`src/uart_rx_status_params.svh`:
```
// Register offsets, field positions and reset values of the receive status block
`ifndef UART_RX_STATUS_PARAMS_SVH
`define UART_RX_STATUS_PARAMS_SVH

`define ADDR_RX_BUFFER 32'h5000_1000
`define ADDR_LINE_STATUS 32'h5000_1014
`define ADDR_MODEM_STATUS 32'h5000_1018
`define ADDR_SPARE_STORAGE 32'h5000_101C

`define LINE_DA_BIT 0
`define LINE_OVR_BIT 1
`define MODEM_CTS_BIT 4
`define SPARE_MSB 7

`define RX_BUFFER_RESET 8'h00
`define SPARE_RESET 8'h00
`define CTS_N_SYNC_RESET 1'b0
`define RDATA_IDLE 16'h0000

`endif

```
`src/uart_rx_status_pkg.sv`:
```
// Types shared by the receive status block
package uart_rx_status_pkg;

    typedef enum logic [2:0] {
        SEL_NONE = 3'b000,
        SEL_RXBUF = 3'b001,
        SEL_LINE = 3'b010,
        SEL_MODEM = 3'b011,
        SEL_SPARE = 3'b100
    } reg_sel_e;

    typedef struct packed {
        logic [31:0] addr;
        logic [15:0] wdata;
        logic wr;
        logic rd;
    } reg_req_s;

    typedef struct packed {
        logic valid;
        logic [7:0] data;
    } rx_char_s;

endpackage
```
`src/uart_rx_status_modem_flags.sv`:
```
// Receive status flags, clear-to-send status and spare storage byte of the serial port
// How it works
// - Non-FIFO: char arriving before buffer read sets overrun and overwrites buffer.
// - FIFO: char arriving with FIFO full sets overrun; char is dropped.
// - Reading line status clears overrun; otherwise it sticks; zero after reset.
// - Data-available is high while a character waits in buffer or FIFO.
// - Cleared by buffer read in non-FIFO mode, by FIFO empty in FIFO mode.
// - Clear-to-send status is inverse of cts_n pin; reads 1 after reset.
// - In loopback the clear-to-send status follows the request-to-send bit.
// - Eight-bit spare storage byte, read/write, resets to zero, no side effect.
`include "uart_rx_status_params.svh"

module uart_rx_status_modem_flags
    import uart_rx_status_pkg::*;
(
    // Clock and reset
    input wire logic clk_sys,
    input wire logic rst_n,
    // Register port
    input wire reg_req_s bus_req,
    output logic [15:0] bus_rdata,
    // Receiver shift register and FIFO
    input wire rx_char_s rx_char,
    input wire logic fifo_mode,
    input wire logic fifo_full,
    input wire logic fifo_empty,
    output rx_char_s fifo_push,
    output logic rx_data_available,
    // Modem control and pin
    input wire logic loopback_en,
    input wire logic rts_ctrl,
    input wire logic cts_n
);

    function automatic reg_sel_e decode(input logic [31:0] a);
        reg_sel_e s;
        s = SEL_NONE;
        case (a)
            `ADDR_RX_BUFFER: s = SEL_RXBUF;
            `ADDR_LINE_STATUS: s = SEL_LINE;
            `ADDR_MODEM_STATUS: s = SEL_MODEM;
            `ADDR_SPARE_STORAGE: s = SEL_SPARE;
            default: s = SEL_NONE;
        endcase
        return s;
    endfunction

    reg_sel_e sel_rd;
    reg_sel_e sel_wr;
    logic rd_line;
    logic rd_rxbuf;
    logic ovr_event;
    logic cts_status;

    logic [7:0] rx_buffer_reg;
    logic ready_reg;
    logic overrun_reg;
    logic [7:0] spare_reg;
    logic cts_meta_reg;
    logic cts_sync_reg;

    always_comb begin
        sel_rd = bus_req.rd ? decode(bus_req.addr) : SEL_NONE;
        sel_wr = bus_req.wr ? decode(bus_req.addr) : SEL_NONE;
    end

    assign rd_line = (sel_rd == SEL_LINE);
    assign rd_rxbuf = (sel_rd == SEL_RXBUF);

    // A read in the same cycle as an arrival empties the buffer first, so no overrun
    assign ovr_event = rx_char.valid &&
        (fifo_mode ? fifo_full : (ready_reg && !rd_rxbuf));

    // Receive holding buffer, used only in non-FIFO mode
    always_ff @(posedge clk_sys) begin
        if (!rst_n) begin
            rx_buffer_reg <= `RX_BUFFER_RESET;
        end else if (rx_char.valid && !fifo_mode) begin
            rx_buffer_reg <= rx_char.data;
        end
    end

    // Character waiting in the holding buffer; arrival wins over a buffer read
    always_ff @(posedge clk_sys) begin
        if (!rst_n) begin
            ready_reg <= 1'b0;
        end else if (rx_char.valid && !fifo_mode) begin
            ready_reg <= 1'b1;
        end else if (rd_rxbuf || fifo_mode) begin
            ready_reg <= 1'b0;
        end
    end

    assign rx_data_available = fifo_mode ? !fifo_empty : ready_reg;

    // Sticky overrun; a new overrun wins over the clearing read
    always_ff @(posedge clk_sys) begin
        if (!rst_n) begin
            overrun_reg <= 1'b0;
        end else if (ovr_event) begin
            overrun_reg <= 1'b1;
        end else if (rd_line) begin
            overrun_reg <= 1'b0;
        end
    end

    // Push is registered; the FIFO must count it before the next character arrives
    always_ff @(posedge clk_sys) begin
        if (!rst_n) begin
            fifo_push <= '0;
        end else begin
            fifo_push.valid <= rx_char.valid && fifo_mode && !fifo_full;
            fifo_push.data <= rx_char.data;
        end
    end

    // Pin synchroniser; reset to asserted so the status bit reads 1
    always_ff @(posedge clk_sys) begin
        if (!rst_n) begin
            cts_meta_reg <= `CTS_N_SYNC_RESET;
            cts_sync_reg <= `CTS_N_SYNC_RESET;
        end else begin
            cts_meta_reg <= cts_n;
            cts_sync_reg <= cts_meta_reg;
        end
    end

    assign cts_status = loopback_en ? rts_ctrl : !cts_sync_reg;

    // Spare storage byte, no effect on the port
    always_ff @(posedge clk_sys) begin
        if (!rst_n) begin
            spare_reg <= `SPARE_RESET;
        end else if (sel_wr == SEL_SPARE) begin
            spare_reg <= bus_req.wdata[`SPARE_MSB:0];
        end
    end

    // Read data stand for one cycle only; unmapped reads return zero
    always_ff @(posedge clk_sys) begin
        if (!rst_n) begin
            bus_rdata <= `RDATA_IDLE;
        end else begin
            bus_rdata <= `RDATA_IDLE;
            unique case (sel_rd)
                SEL_NONE: bus_rdata <= `RDATA_IDLE;
                SEL_RXBUF: bus_rdata[7:0] <= rx_buffer_reg;
                SEL_LINE: begin
                    bus_rdata[`LINE_DA_BIT] <= rx_data_available;
                    bus_rdata[`LINE_OVR_BIT] <= overrun_reg;
                end
                SEL_MODEM: bus_rdata[`MODEM_CTS_BIT] <= cts_status;
                SEL_SPARE: bus_rdata[`SPARE_MSB:0] <= spare_reg;
                default: bus_rdata <= `RDATA_IDLE;
            endcase
        end
    end
endmodule

```
`config.mk`:
```
export PLATFORM = sky130hd
export DESIGN_NAME = uart_rx_status_modem_flags
export DESIGN_NICKNAME = d
export VERILOG_FILES = /design/src/uart_rx_status_pkg.sv /design/src/uart_rx_status_modem_flags.sv
export VERILOG_INCLUDE_DIRS = /design/src
export SDC_FILE = /design/constraint.sdc
export NUM_CORES = 1
export LEC_CHECK = 0
export BUFFER_PORTS_ARGS = -buffer_cell sky130_fd_sc_hd__buf_2
export CAP_MARGIN = 20
export CORE_UTILIZATION = 40
export DETAILED_ROUTE_END_ITERATION = 10
export GPL_TIMING_DRIVEN = 0
export PLACE_DENSITY = 0.73
export SYNTH_ARGS = -nofsm -noshare
export SYNTH_HDL_FRONTEND = slang
export SYNTH_SLANG_ARGS = --single-unit
```
`constraint.sdc`:
```
create_clock -name clk_sys -period 2.5 [get_ports clk_sys]
set_input_delay 0.5 -clock clk_sys [delete_from_list [all_inputs] [get_ports clk_sys]]
set_output_delay 0.5 -clock clk_sys [all_outputs]
set_load 0.03 [all_outputs]
```
Word level (Yosys, flattened, before mapping)

Index checks and enable logic that the tools add are counted.

Flip-flop bits (word level): 45
Bits of input ports: 67
Output and inout port bits: 26
Word-level logic and storage cells: 46

Eq/ne operators: 9
Mux-type cells: 14
Reductions and logical operators: 13

Operator list:

| cell                                                              | count |
|---|---|
| 32-bit by 31-bit == test with 1-bit output, second input constant | 4 |
| 3-bit one-hot mux with 4 select lines                             | 1 |
| 1-bit two-way mux                                                 | 7 |
| 3-bit by 2-bit == test with 1-bit output, second input constant   | 2 |
| 3-bit == test, second input constant                              | 2 |
| 3-bit two-way mux                                                 | 2 |
| 2-bit one-hot mux with 3 select lines                             | 1 |
| 3-bit one-hot mux with 2 select lines                             | 1 |
| 1-bit logical AND                                                 | 5 |
| 1-bit zero test                                                   | 5 |
| 2-bit one-hot mux with 2 select lines                             | 1 |
| 2-bit nonzero test                                                | 2 |
| 3-bit by 1-bit == test with 1-bit output, second input constant   | 1 |
| 1-bit one-hot mux with 3 select lines                             | 1 |
| 1-bit logical OR                                                  | 1 |

Depth between registers and ports, before layout

Word-level depth: 9
Gate-level depth with buffers: 5
Depth with buffers taken out: 4

Worst setup path after synthesis

Ideal clock, no wire load.

Kind: input-to-reg
From: input bus_req[29] in the netlist's numbering
To: register spare_reg[0]
Setup time: 0.072 ns
Arrival: 1.814 ns
Required time: 2.428 ns
Setup slack: 0.615 ns
Stages: 4
Path buffers: 0
Cells stage by stage: nor4b_4 -> nand4_4 -> nor4_4 -> mux2i_1

Word-level cells in the longest chain between the ends: 4
Elaborated cells between the ends (all ways): 7
Classes of those cells: eq/ne (5); mux (2)

Ends and longest elaborated chain:

| what                                       | line                              | source |
|---|---|---|
| start, declared                            | uart_rx_status_modem_flags.sv:20  | `input wire reg_req_s bus_req,` |
| 32-bit by 31-bit == test with 1-bit output | uart_rx_status_modem_flags.sv:38  | `case (a)` |
| 3-bit one-hot mux with 4 select lines *    | uart_rx_status_modem_flags.sv:38  |  |
| 3-bit two-way mux *                        | uart_rx_status_modem_flags.sv:64  | `sel_wr = bus_req.wr ? decode(bus_req.addr) : SEL_NONE;` |
| 3-bit == test *                            | uart_rx_status_modem_flags.sv:134 | `end else if (sel_wr == SEL_SPARE) begin` |
| end signal, assigned                       | uart_rx_status_modem_flags.sv:133 | `` spare_reg <= `SPARE_RESET; `` |
| end signal, assigned                       | uart_rx_status_modem_flags.sv:135 | `` spare_reg <= bus_req.wdata[`SPARE_MSB:0]; `` |
| end, declared                              | uart_rx_status_modem_flags.sv:58  | `logic [7:0] spare_reg;` |

Every way passes the cells marked *; elsewhere a longest branch is shown, timed or not.
A chain may end at the register's enable or synchronous reset.

Worst setup path after layout

From: input bus_req[49] in the netlist's numbering
To: register spare_reg[2]

Same word-level chain as after synthesis.

==> flow_metrics.py <==
metrics = {
    "run_status": {
        "status": "finished clean",
    },
    "logic_synthesis": {
        "yosysTopAreaCellShare_pct": 44.8,
        "synth_ff_type": "dfxtp_1",
        "ys_seq_area_share_pct": 44.8,
        "yosysMostFrequentCell": "nand2_1",
        "synth_cell_types": 30,
        "postSynth.asyncResetShare_pct": 0,
        "synth_commonest_cells": "nand2_1, dfxtp_1, and2_1, mux2i_1",
        "avgSynthCellArea_um2": 9.62,
        "synthTopCellsByArea": "dfxtp_1, nand2_1, nor4_4",
        "syn_area_mm2": 0.00165,
        "synth_edf_count": 0,
        "synth_area_leader_cell": "dfxtp_1",
        "ys_ff_latch": 37,
        "synth_warnings": 0,
        "synthCells": 172,
    },
    "placement": {
        "gp_congestion": 0.741,
        "port_buffers": 75,
        "place_hpwl_um": 2690,
        "placed_cells": 304,
        "dp_slack_ns": 0.242,
        "place_area_mm2": 0.00212,
    },
    "min_path": {
        "hold_path_class": "in2reg",
    },
    "floorplan": {
        "core-area_mm2": 0.00397,
        "fp-row-count": 23,
        "fp.dieW_um": 66.3,
        "die_h_um": 66.3,
        "pin_count": 93,
        "dieArea_mm2": 0.00440,
        "start_util_pct": 41.7,
    },
    "route": {
        "drt_iter0_drc": 46,
        "vias_per_cell": 4.71,
        "routed_wl_um": 3440,
        "ant_nets": 0,
        "wl_per_cell_um": 11.1,
        "drc": 0,
        "routed-via-count": 1466,
        "first_pass_iters": 4,
    },
    "critical_path": {
        "crit_chain": "buf_2, nor3b_1, nand4_4, nor4_4, mux2i_1",
        "crit_fanout": 9,
        "slowest_delay_ns": 0.72,
        "crit_required_ns": 2.72,
        "critPathKind": "in2reg",
        "slowest_stage": "nor4_4",
        "start_kind": "input pin",
        "cp-end-kind": "flop",
        "arrival_ns": 2.17,
    },
    "power": {
        "clkPwrFrac_pct": 34.1,
        "ir_worst_vdd_v": 0.000287,
        "p_leak_nw": 0.987,
        "pwr-share-seq_pct": 51.1,
        "intPower_w": 0.000903,
        "netSwitchingFraction_pct": 25.2,
        "p_switching_w": 0.000304,
        "p_comb_share_pct": 14.8,
        "pwr_density_cell_mw_per_mm2": 547,
    },
    "clocking": {
        "cts_tree": "built",
        "numCtsBuffers": 5,
        "clkTransAtPathRegs_ns": 0.07,
        "hold_buffers": 0,
        "cts-root-buf": "clkbuf_8",
        "clockBufferDepth": 2,
        "cts_setup_buffers": 0,
        "cts.sinks": 37,
        "cts.repair.resized": 0,
        "clk_latency_ns": 0.29,
        "htreeDepth": 2,
    },
    "timing": {
        "setup-violations-final": 0,
        "finalCritPeriodShare_pct": 78.0,
        "tns_ns": 0,
        "skew_ns": 0.00405,
        "hold_viol_final": 0,
        "fmax_mhz": 513,
        "layout_min_cycle_time_ns": 1.95,
        "relSlewSlack_pct": 30.8,
        "worst_pin_slew_ns": 1.03,
        "drv_slew": 0,
        "setup_ws_ns": 0.549,
        "rsz0062_at_grt": "false",
    },
    "global_routing": {
        "overflow": 0,
        "antenna_found_initial": 0,
        "grt_pass1_wl_um": 4890,
        "grt_pass1_vias": 1127,
        "track_usage_pct": 15.3,
        "grt_max_degree": 11,
    },
    "cells_and_area": {
        "nets": 328,
        "num_antenna_cells": 0,
        "final_cells": 311,
        "stdcell_area_mm2": 0.00220,
        "largest_register": "fifo_push",
        "drive_above_1_share_pct": 37.5,
        "area_delta_synth_final_pct": 33.3,
        "largest_register_ffs": 9,
        "utilization_pct": 55.5,
    },
    "flow_run": {
        "cap_violations": 0,
    },
}
-- metal layers --
layer / share of wire, % / track usage, % / wire (µm) / vias up
li1: - / - / - / 757
met1: 41 / 17.4 / 1420 / 658
met2: 51 / 25.1 / 1770 / 46
met3: 6.2 / 6.03 / 213 / 5
met4: 1.1 / 6.65 / 37 / 0
met5: 0 / 0 / 0 / -
-- power groups by stage --
stage	clock network [W]	registers, W	logic (W)
final	0.000412	0.000617	0.000178
after floorplan	0	0.000643	0.0000860
after detailed placement	0	0.000630	0.000179
after global routing	0.000450	0.000618	0.000192
after global placement	0	0.000630	0.000177
after CTS	0.000425	0.000616	0.000180
-- cell usage in the layout (no fill, tap or decap), drive strengths merged --
cell type,synthesis,final
buf,8,83
nand2,40,40
dfxtp,37,37
clkbuf,7,14
and2,12,12
a21boi,10,10
nor4,10,10
mux2i,9,9
conb,1,8
nor2,5,5
a22oi,5,5
inv,3,3
nor3,3,3
o211ai,3,3
nand4,3,3
nor4b,2,2
nand3,2,2
a21o,2,2
o2111ai,2,2
a21oi,1,1
nor2b,1,1
nor3b,1,1
a31oi,1,1
o311ai,1,1
and3,1,1
o21ai,1,1
nand2b,1,1
-- through the flow --
step                      hold WS, ns  total power [W]
after global routing            0.377          0.00126
after global placement          0.418         0.000807
after detailed placement        0.425         0.000809
after floorplan                 0.412         0.000729
after CTS                       0.377          0.00122
final                           0.379          0.00121
-- cell type report --
type                       count  area [µm²]
tap                           50        62.6
clock buffer                   7        86.3
inverter                       3        11.3
buffer                        15        86.3
sequential                    37         741
fill                         380        1770
multi-input combinational    124         842
timing repair buffer          75         375
-- critical path: cells and delay by family --
kind | cells | cell delay, ns
multiplexers | 1 | 0.25
AND/OR/NAND/NOR | 3 | 1.30
buffers and inverters | 1 | 0.10
-- worst paths after layout --
kind	startpoint	to	slack, ns	cells after the start
setup / recovery	bus_req[49]	spare_reg[2]	0.55	5
hold / removal	fifo_full	fifo_push[8]	0.38	2
setup reg to reg	ready_reg	bus_rdata[0]	1.56	4
hold reg to reg	cts_meta_reg	cts_sync_reg	0.44	1
-- cell families after synthesis --
logic type,Yosys count,synth area share (%)
muxes,9,5.45
DFF,37,44.8
other,1,0.227
AOI/OAI and AO/OA,26,11.6
buffers and inverters,18,5.90
and+or+nand+nor,81,32.0
(Power assumes the default switching activity.)
